File: src/logic/mac_stat_pkg.sv
package mac_stat_pkg;
    // Bus and register file geometry
    localparam int ADDR_W = 8;
    localparam int DATA_W = 32;
    localparam int IDX_W = 4;
    localparam int IDX_LSB = 2;
    localparam int NUM_CNT = 9;
    localparam int CNT_W = 16;
    localparam int LEN_W = 14;

    // Register indices, byte address is four times the index
    localparam logic [IDX_W-1:0] CARRIER_IDX = 4'h0;
    localparam logic [IDX_W-1:0] NOBUF_IDX = 4'h1;
    localparam logic [IDX_W-1:0] OVERRUN_IDX = 4'h2;
    localparam logic [IDX_W-1:0] SYMBOL_IDX = 4'h3;
    localparam logic [IDX_W-1:0] TOOLONG_IDX = 4'h4;
    localparam logic [IDX_W-1:0] JABBER_IDX = 4'h5;
    localparam logic [IDX_W-1:0] SHORT_IDX = 4'h6;
    localparam logic [IDX_W-1:0] SQE_IDX = 4'h7;
    localparam logic [IDX_W-1:0] LENMIS_IDX = 4'h8;
    localparam logic [IDX_W-1:0] STATUS_IDX = 4'h9;
    localparam logic [IDX_W-1:0] MASK_IDX = 4'ha;
    localparam logic [IDX_W-1:0] LAST_IDX = MASK_IDX;

    // Counter widths as read masks
    localparam logic [CNT_W-1:0] MASK_8 = 16'h00ff;
    localparam logic [CNT_W-1:0] MASK_16 = 16'hffff;

    // Frame length limits in bytes
    localparam logic [LEN_W-1:0] MIN_FRAME_LEN = 14'h0040;
    localparam logic [LEN_W-1:0] MAX_FRAME_LEN = 14'h05ee;
    localparam logic [LEN_W-1:0] MAX_BIG_FRAME_LEN = 14'h0600;
    localparam logic [LEN_W-1:0] HDR_FCS_BYTES = 14'h0012;
    localparam logic [15:0] TYPE_ID_MIN = 16'h0600;

    // Network configuration bits
    localparam int NCFG_BIG_BIT = 8;
    localparam int NCFG_LCHK_BIT = 16;

    // SQE window timing
    localparam int CLK_PERIOD_NS = 10;
    localparam int BIT_NS_10M = 100;
    localparam int BIT_NS_100M = 10;
    localparam int DIV_10M = BIT_NS_10M / CLK_PERIOD_NS;
    localparam int DIV_100M = BIT_NS_100M / CLK_PERIOD_NS;
    localparam int SQE_GAP_BITS = 96;
    localparam int DIV_W = 7;
    localparam int BITCNT_W = 7;

    // AHB-Lite codes
    localparam logic [2:0] HSIZE_WORD = 3'h2;
    localparam logic HRESP_OKAY = 1'b0;

    function automatic logic [CNT_W-1:0] cnt_mask(input logic [IDX_W-1:0] idx);
        return (idx == NOBUF_IDX) ? MASK_16 : MASK_8;
    endfunction : cnt_mask
endpackage : mac_stat_pkg

File: src/logic/stat_reg_if.sv
`timescale 1ns/1ps
interface stat_reg_if;
    import mac_stat_pkg::*;
    logic rd;
    logic [IDX_W-1:0] ridx;
    logic wr;
    logic [IDX_W-1:0] widx;
    logic [DATA_W-1:0] wdata;
    logic [DATA_W-1:0] rdata;
    modport bus (output rd, ridx, wr, widx, wdata, input rdata);
    modport core (input rd, ridx, wr, widx, wdata, output rdata);
endinterface : stat_reg_if

File: src/logic/mac_error_stats.sv
// Added by the designer: register access over AHB-Lite and the register offsets.
`timescale 1ns/1ps
module mac_error_stats (
    // Clock and reset
    input wire logic CLK_I,
    input wire logic RESET_N_I,
    // AHB-Lite register port
    input wire logic HSEL_I,
    input wire logic [mac_stat_pkg::ADDR_W-1:0] HADDR_I,
    input wire logic [1:0] HTRANS_I,
    input wire logic HWRITE_I,
    input wire logic [2:0] HSIZE_I,
    input wire logic HREADY_I,
    input wire logic [mac_stat_pkg::DATA_W-1:0] HWDATA_I,
    output logic [mac_stat_pkg::DATA_W-1:0] HRDATA_O,
    output logic HREADYOUT_O,
    output logic HRESP_O,
    // Configuration
    input wire logic [mac_stat_pkg::DATA_W-1:0] NET_CONFIG_I,
    input wire logic FULL_DUPLEX_I,
    input wire logic SPEED_100_I,
    // Transmit frame report
    input wire logic TX_DONE_I,
    input wire logic TX_CRS_SEEN_I,
    input wire logic TX_CRS_LOST_I,
    input wire logic TX_COL_I,
    input wire logic TX_UNDERRUN_I,
    // Receive frame report
    input wire logic RX_DONE_I,
    input wire logic [mac_stat_pkg::LEN_W-1:0] RX_LEN_I,
    input wire logic [15:0] RX_LEN_FIELD_I,
    input wire logic RX_CRC_ERR_I,
    input wire logic RX_NONINTEGRAL_I,
    input wire logic RX_ADDR_MATCH_I,
    input wire logic RX_NO_BUFFER_I,
    input wire logic RX_OVERRUN_I,
    // Media-independent interface
    input wire logic MII_RX_DV_I,
    input wire logic MII_RX_ER_I,
    input wire logic MII_TX_EN_I,
    input wire logic MII_COL_I,
    // Error strobes and interrupt
    output logic FCS_ERR_O,
    output logic ALIGN_ERR_O,
    output logic IRQ_O
);
    import mac_stat_pkg::*;

    typedef struct packed {
        logic [NUM_CNT-1:0][CNT_W-1:0] cnt;
        logic [NUM_CNT-1:0] status;
        logic [NUM_CNT-1:0] irq_mask;
        logic irq;
        logic rx_er_seen;
        logic fcs_err;
        logic align_err;
    } core_s;

    core_s st_reg;
    core_s st_next;
    stat_reg_if regs();
    logic sqe_fail;
    logic [NUM_CNT-1:0] inc;
    logic [NUM_CNT-1:0] wr_sel;
    logic sym_err;
    logic bad;
    logic too_long;
    logic in_range;
    logic len_mis;
    logic carrier_err;
    logic [LEN_W-1:0] max_len;
    logic [LEN_W-1:0] payload;

    function automatic logic [CNT_W-1:0] bump(input logic [CNT_W-1:0] v, input logic up,
                                              input logic [IDX_W-1:0] idx);
        return (v + {{(CNT_W-1){1'b0}}, up}) & cnt_mask(idx);
    endfunction : bump

    function automatic logic [DATA_W-1:0] read_word(input core_s s,
                                                    input logic [IDX_W-1:0] idx);
        if (idx < IDX_W'(NUM_CNT)) begin
            return {{(DATA_W-CNT_W){1'b0}}, s.cnt[idx] & cnt_mask(idx)};
        end
        if (idx == STATUS_IDX) begin
            return {{(DATA_W-NUM_CNT){1'b0}}, s.status};
        end
        if (idx == MASK_IDX) begin
            return {{(DATA_W-NUM_CNT){1'b0}}, s.irq_mask};
        end
        return '0;
    endfunction : read_word

    stat_ahb_slave u_ahb (
        .clk_i(CLK_I),
        .rst_n_i(RESET_N_I),
        .hsel_i(HSEL_I),
        .haddr_i(HADDR_I),
        .htrans_i(HTRANS_I),
        .hwrite_i(HWRITE_I),
        .hsize_i(HSIZE_I),
        .hready_i(HREADY_I),
        .hwdata_i(HWDATA_I),
        .hrdata_o(HRDATA_O),
        .hreadyout_o(HREADYOUT_O),
        .hresp_o(HRESP_O),
        .regs(regs.bus)
    );

    sqe_watch u_sqe (
        .clk_i(CLK_I),
        .rst_n_i(RESET_N_I),
        .half_duplex_i(~FULL_DUPLEX_I),
        .speed_100_i(SPEED_100_I),
        .tx_en_i(MII_TX_EN_I),
        .col_i(MII_COL_I),
        .fail_o(sqe_fail)
    );

    assign regs.rdata = read_word(st_reg, regs.ridx);

    assign max_len = NET_CONFIG_I[NCFG_BIG_BIT] ? MAX_BIG_FRAME_LEN : MAX_FRAME_LEN;
    // rx_er anywhere in the frame, the last cycle included
    assign sym_err = st_reg.rx_er_seen | (MII_RX_DV_I & MII_RX_ER_I);
    assign bad = RX_CRC_ERR_I | sym_err;
    assign too_long = RX_LEN_I > max_len;
    assign in_range = (RX_LEN_I >= MIN_FRAME_LEN) && !too_long;
    // Data bytes are the frame less header and FCS
    assign payload = (RX_LEN_I > HDR_FCS_BYTES) ? RX_LEN_I - HDR_FCS_BYTES : '0;
    // measured data shorter than length field
    // type IDs and overlong frames excluded
    assign len_mis = NET_CONFIG_I[NCFG_LCHK_BIT] && (RX_LEN_FIELD_I < TYPE_ID_MIN)
        && !too_long && ({{(16-LEN_W){1'b0}}, payload} < RX_LEN_FIELD_I);
    // carrier missing or lost, no collision, no underrun
    assign carrier_err = TX_DONE_I && !FULL_DUPLEX_I && (!TX_CRS_SEEN_I || TX_CRS_LOST_I)
        && !TX_COL_I && !TX_UNDERRUN_I;

    always_comb begin
        inc = '0;
        // carrier error drives only its own counter
        inc[CARRIER_IDX] = carrier_err;
        inc[NOBUF_IDX] = RX_DONE_I & RX_ADDR_MATCH_I & RX_NO_BUFFER_I;
        inc[OVERRUN_IDX] = RX_DONE_I & RX_ADDR_MATCH_I & RX_OVERRUN_I;
        inc[SYMBOL_IDX] = RX_DONE_I & sym_err;
        inc[TOOLONG_IDX] = RX_DONE_I & too_long & !bad;
        inc[JABBER_IDX] = RX_DONE_I & too_long & bad;
        inc[SHORT_IDX] = RX_DONE_I & (RX_LEN_I < MIN_FRAME_LEN) & !bad;
        inc[SQE_IDX] = sqe_fail;
        inc[LENMIS_IDX] = RX_DONE_I & len_mis;
    end

    always_comb begin
        st_next = st_reg;
        for (int i = 0; i < NUM_CNT; i++) begin
            wr_sel[i] = regs.wr && (regs.widx == IDX_W'(i));
            // write loads the count, a same-cycle event still adds
            st_next.cnt[i] = bump(wr_sel[i] ? regs.wdata[CNT_W-1:0] : st_reg.cnt[i],
                                  inc[i], IDX_W'(i));
        end
        // Read clears, but an event in the same cycle survives
        if (regs.rd && regs.ridx == STATUS_IDX) begin
            st_next.status = '0;
        end
        st_next.status = st_next.status | inc;
        if (regs.wr && regs.widx == MASK_IDX) begin
            st_next.irq_mask = regs.wdata[NUM_CNT-1:0];
        end
        st_next.irq = |(st_next.status & st_next.irq_mask);
        if (RX_DONE_I) begin
            st_next.rx_er_seen = 1'b0;
        end else if (MII_RX_DV_I && MII_RX_ER_I) begin
            st_next.rx_er_seen = 1'b1;
        end
        // CRC or symbol error in a valid-length frame
        st_next.fcs_err = RX_DONE_I && in_range && !RX_NONINTEGRAL_I
            && (RX_CRC_ERR_I || sym_err);
        st_next.align_err = RX_DONE_I && in_range && RX_NONINTEGRAL_I
            && (RX_CRC_ERR_I || sym_err);
    end

    always_ff @(posedge CLK_I or negedge RESET_N_I) begin
        if (!RESET_N_I) begin
            st_reg <= '0;
        end else begin
            st_reg <= st_next;
        end
    end

    assign FCS_ERR_O = st_reg.fcs_err;
    assign ALIGN_ERR_O = st_reg.align_err;
    assign IRQ_O = st_reg.irq;
endmodule : mac_error_stats

File: src/logic/stat_ahb_slave.sv
`timescale 1ns/1ps
module stat_ahb_slave (
    // Clock and reset
    input wire logic clk_i,
    input wire logic rst_n_i,
    // AHB-Lite
    input wire logic hsel_i,
    input wire logic [mac_stat_pkg::ADDR_W-1:0] haddr_i,
    input wire logic [1:0] htrans_i,
    input wire logic hwrite_i,
    input wire logic [2:0] hsize_i,
    input wire logic hready_i,
    input wire logic [mac_stat_pkg::DATA_W-1:0] hwdata_i,
    output logic [mac_stat_pkg::DATA_W-1:0] hrdata_o,
    output logic hreadyout_o,
    output logic hresp_o,
    // Register side
    stat_reg_if.bus regs
);
    import mac_stat_pkg::*;

    typedef struct packed {
        logic wr_pend;
        logic [IDX_W-1:0] widx;
        logic [DATA_W-1:0] hrdata;
        logic ready;
    } ahb_s;

    ahb_s st_reg;
    ahb_s st_next;
    logic accept;
    logic hit;
    logic [IDX_W-1:0] aidx;

    assign accept = hsel_i & hready_i & htrans_i[1];
    assign aidx = haddr_i[IDX_LSB +: IDX_W];
    // Unmapped or sub-word accesses read zero and write nothing
    assign hit = (haddr_i[ADDR_W-1:IDX_LSB+IDX_W] == '0) && (aidx <= LAST_IDX)
        && (hsize_i == HSIZE_WORD) && (haddr_i[IDX_LSB-1:0] == '0);
    assign regs.rd = accept & ~hwrite_i & hit;
    assign regs.ridx = aidx;
    assign regs.wr = st_reg.wr_pend;
    assign regs.widx = st_reg.widx;
    assign regs.wdata = hwdata_i;

    always_comb begin
        st_next = st_reg;
        st_next.ready = 1'b1;
        st_next.wr_pend = accept & hwrite_i & hit;
        if (accept) begin
            st_next.widx = aidx;
        end
        if (accept && !hwrite_i) begin
            st_next.hrdata = hit ? regs.rdata : '0;
        end
    end

    always_ff @(posedge clk_i or negedge rst_n_i) begin
        if (!rst_n_i) begin
            st_reg <= '0;
        end else begin
            st_reg <= st_next;
        end
    end

    assign hrdata_o = st_reg.hrdata;
    assign hreadyout_o = st_reg.ready;
    assign hresp_o = HRESP_OKAY;
endmodule : stat_ahb_slave

File: src/logic/sqe_watch.sv
`timescale 1ns/1ps
module sqe_watch (
    // Clock and reset
    input wire logic clk_i,
    input wire logic rst_n_i,
    // Link state
    input wire logic half_duplex_i,
    input wire logic speed_100_i,
    input wire logic tx_en_i,
    input wire logic col_i,
    // Result
    output logic fail_o
);
    import mac_stat_pkg::*;

    typedef struct packed {
        logic tx_en_d;
        logic armed;
        logic [DIV_W-1:0] div;
        logic [BITCNT_W-1:0] bits;
        logic fail;
    } sqe_s;

    localparam logic [BITCNT_W-1:0] GAP_LAST = BITCNT_W'(SQE_GAP_BITS - 1);

    sqe_s st_reg;
    sqe_s st_next;
    logic [DIV_W-1:0] div_last;

    assign div_last = speed_100_i ? DIV_W'(DIV_100M - 1) : DIV_W'(DIV_10M - 1);

    always_comb begin
        st_next = st_reg;
        st_next.fail = 1'b0;
        st_next.tx_en_d = tx_en_i;
        if (st_reg.tx_en_d && !tx_en_i && half_duplex_i) begin
            st_next.armed = 1'b1;
            st_next.div = '0;
            st_next.bits = '0;
        end else if (st_reg.armed) begin
            // A new frame or a duplex change ends the watch without a verdict
            if (col_i || tx_en_i || !half_duplex_i) begin
                st_next.armed = 1'b0;
            end else if (st_reg.div == div_last) begin
                st_next.div = '0;
                if (st_reg.bits == GAP_LAST) begin
                    st_next.armed = 1'b0;
                    st_next.fail = 1'b1;
                end else begin
                    st_next.bits = st_reg.bits + 1'b1;
                end
            end else begin
                st_next.div = st_reg.div + 1'b1;
            end
        end
    end

    always_ff @(posedge clk_i or negedge rst_n_i) begin
        if (!rst_n_i) begin
            st_reg <= '0;
        end else begin
            st_reg <= st_next;
        end
    end

    assign fail_o = st_reg.fail;
endmodule : sqe_watch

File: config.mk
export PLATFORM = sky130hd
export DESIGN_NAME = mac_error_stats
export DESIGN_NICKNAME = d
export VERILOG_FILES = /design/src/logic/mac_stat_pkg.sv /design/src/logic/stat_reg_if.sv /design/src/logic/mac_error_stats.sv /design/src/logic/stat_ahb_slave.sv /design/src/logic/sqe_watch.sv
export SDC_FILE = /design/constraint.sdc
export NUM_CORES = 1
export LEC_CHECK = 0
export ABC_AREA = 1
export BUFFER_PORTS_ARGS = -buffer_cell sky130_fd_sc_hd__clkbuf_2
export CAP_MARGIN = 10
export CORE_UTILIZATION = 45
export DETAILED_ROUTE_END_ITERATION = 16
export PLACE_DENSITY = 0.67
export SLEW_MARGIN = 20
export SYNTH_ARGS = -nofsm -noshare
export SYNTH_HDL_FRONTEND = slang
export SYNTH_SLANG_ARGS = --single-unit
File: constraint.sdc
create_clock -name CLK_I -period 3 [get_ports CLK_I]
set_input_delay 0.6 -clock CLK_I [delete_from_list [all_inputs] [get_ports CLK_I]]
set_output_delay 0.6 -clock CLK_I [all_outputs]
set_load 0.02 [all_outputs]
==> results.ini <==
[outcome]
outcome=complete, but fails checks
violations=setup timing

[floorplan]
dieArea_um2=20200
core-area_um2=19000
dieHeight_um=142
dieWidth_um=142
start_util_pct=46.5
ioPinCount=166
rows=50

[global_route]
grt_max_degree=55
track_usage_pct=25.4
grt_pass1_wl_um=39400
grt_remaining_overflow=0
antenna_found_initial=0
grt_pass1_vias=7827

[placed_design]
place_congestion=0.889
placed_cells=1517
pre_cts_slack_ns=-0.585
port_buffers=101
hpwl_um=18200

[timing]
finalMaxSlewViolations=0
whs_ns=0.0250
relSlewSlack_pct=58.3
finalSetupViolCount=2
max_freq_mhz=331
post-route-min-period_ns=3.03
fin_worst_skew_ns=0.00802
timing.final.crit_share_pct=101
worst_pin_slew_ns=0.625
grt_setup_unrepaired=true
timing.setup.tns_ns=-0.0340
finalHoldViolations=0
setup_ws_ns=-0.0252

[job]
cap_violations=0

[power_and_ir_drop]
switching_power_mw=2.01
p_comb_share_pct=25.3
sw_frac_of_total_pct=32.2
seqPwrFrac_pct=39.2
powerDensity_nw_per_um2=564
power_frac_clock_pct=35.6
power.internal_mw=4.23
ir_worst_vdd_v=0.000367
p_leak_nw=5.50

[worst_setup_path]
worst-setup-path-type=in2reg
critPathCaptureType=flip-flop
r2r_slack_ns=0.46
crit_path_start_kind=input port
crit_required_ns=3.31
cp_max_fo=4
worst-endpoint-arrival_ns=3.34

[layout]
largest_reg_flops=99
final_cell_mix=nand2_1, dfrtp_1, inv_1
layout.cells.non_filler=1556
drive_above_1_share_pct=23.2
syn_to_final_growth_pct=24.8
insertedDiodeCount=0
fin_util_pct=58.1
layout_commonest_cell=nand2_1
fin_nets=1456
filler_cell_count=1754

[logic_synthesis]
ys_ff_latch=141
netlist_area_um2=8850
synth_warnings=0
avgSynthCellArea_um2=7.98
ys_types=57
synth_edf_count=0
synth_cells=1109
synth_ff_type=dfrtp_1
async_reset_ff_share_pct=100
synth_sequential_area_ratio_pct=39.9

[drt]
antenna_left=0
first_pass_iters=6
via_per_inst=5.18
vias=8062
drtIter0Drc=547
wl_per_cell_um=15.6
drt-total-wl_um=24300
drc_errors=0

[cts]
numCtsBuffers=17
htree_levels=4
cts.sinks=141
root_buffer=clkbuf_16
tritoncts=done
clk_pin_slew_ns=0.06
clk_latency_ns=0.43
cts_buffer_depth=2

[hold_path]
hold_path_class=in2async

## power by group through the flow
stage / Clock [mW] / Combinational (mW) / Sequential (mW)
finish: 2.22 / 1.58 / 2.44
floorplan: 0 / 1.08 / 2.41
global placement: 0 / 1.48 / 2.45
detailed placement: 0 / 1.52 / 2.46
global route: 2.33 / 1.77 / 2.48
CTS: 2.25 / 1.55 / 2.44
## cell families after synthesis
kind of cell / Yosys count / share of synthesized area, %
other: 2 / 0.0848
AO/OA/AOI/OAI: 241 / 16.2
multiplexers: 4 / 0.466
XOR/XNOR: 71 / 7.02
adder cells (fa/ha/maj): 44 / 6.22
buffers and inverters: 189 / 9.09
AND/OR/NAND/NOR: 417 / 21.1
flip-flops: 141 / 39.9
## worst paths after layout
path | start | end | depth (start not counted)
worst max-delay path | RX_LEN_I[2] | st_reg[157] | 20
worst min-delay path | RESET_N_I | u_ahb.hrdata_o[12] | 1
worst max register to register | u_ahb.regs.widx[3] | st_reg[29] | 8
worst min register to register | st_reg[19] | st_reg[19] | 1
max in group asynchronous | RESET_N_I | u_ahb.hreadyout_o | 2
min in group CLK_I | MII_TX_EN_I | u_sqe.st_reg[16] | 1
## synthesized netlist by cell type (all sizes together) (4+ instances only)
cell,instances,area [µm²]
buf,30,208
a2bb2oi,7,61.3
ha,44,551
o31a,4,35.0
a21o,4,30.0
xor2,59,517
nand4,7,50.1
nor4,8,56.3
nand3b,6,45.0
o211ai,6,45.0
a31oi,4,25.0
xnor2,12,105
nor2,105,424
o21ai,120,646
dfrtp,141,3530
nor3,32,186
o31ai,12,90.1
and3,8,50.1
o22ai,4,25.0
clkbuf,16,60.1
a221oi,9,78.8
inv,140,526
nand3,47,250
nand2,196,743
nor3b,5,37.5
a21oi,58,290
## timing repair
item,CTS,global route
pin swaps,15,25
resized for setup,11,36
hold buffers,0,0
setup buffers,5,2
setup endpoints to repair,3,7
## cell type report
class	count	area, µm²	share of cell area [%]
multi-input combinational	795	4830	43.7
sequential	141	3530	31.9
timing repair buffer	185	1190	10.8
inverter	143	557	5.04
clock buffer	20	457	4.13
tap	260	325	2.94
clock inverter	12	161	1.46
## routing by layer
metal | GRT usage [%] | wire [µm]
met5 | 0 | 0
met4 | 7.92 | 480
met2 | 40.9 | 11200
met3 | 5.28 | 1650
met1 | 34.1 | 11100
## critical path, cell delays in order
cell	delay, ns
clkbuf_16	0.13
clkinv_8	0.05
ha_4	0.13
nand2_4	0.05
a21oi_4	0.20
nor2_2	0.08
nor3_4	0.22
ha_4	0.23
a21o_1	0.16
a221oi_2	0.26
inv_1	0.06
a31oi_1	0.15
and3_4	0.24
ha_4	0.14
nand2_2	0.05
nor2_2	0.13
nand3b_1	0.10
nor2_1	0.12
nand2_1	0.07
xor2_1	0.14
## stage by stage
step | total power, mW | area, µm²
final | 6.24 | 11000
after global routing | 6.57 | 11000
after CTS | 6.23 | 10900
after detailed placement | 3.99 | 10200
after global placement | 3.94 | 10200
after floorplan | 3.49 | 9040
No activity file was read; power rests on OpenSTA's default activity.
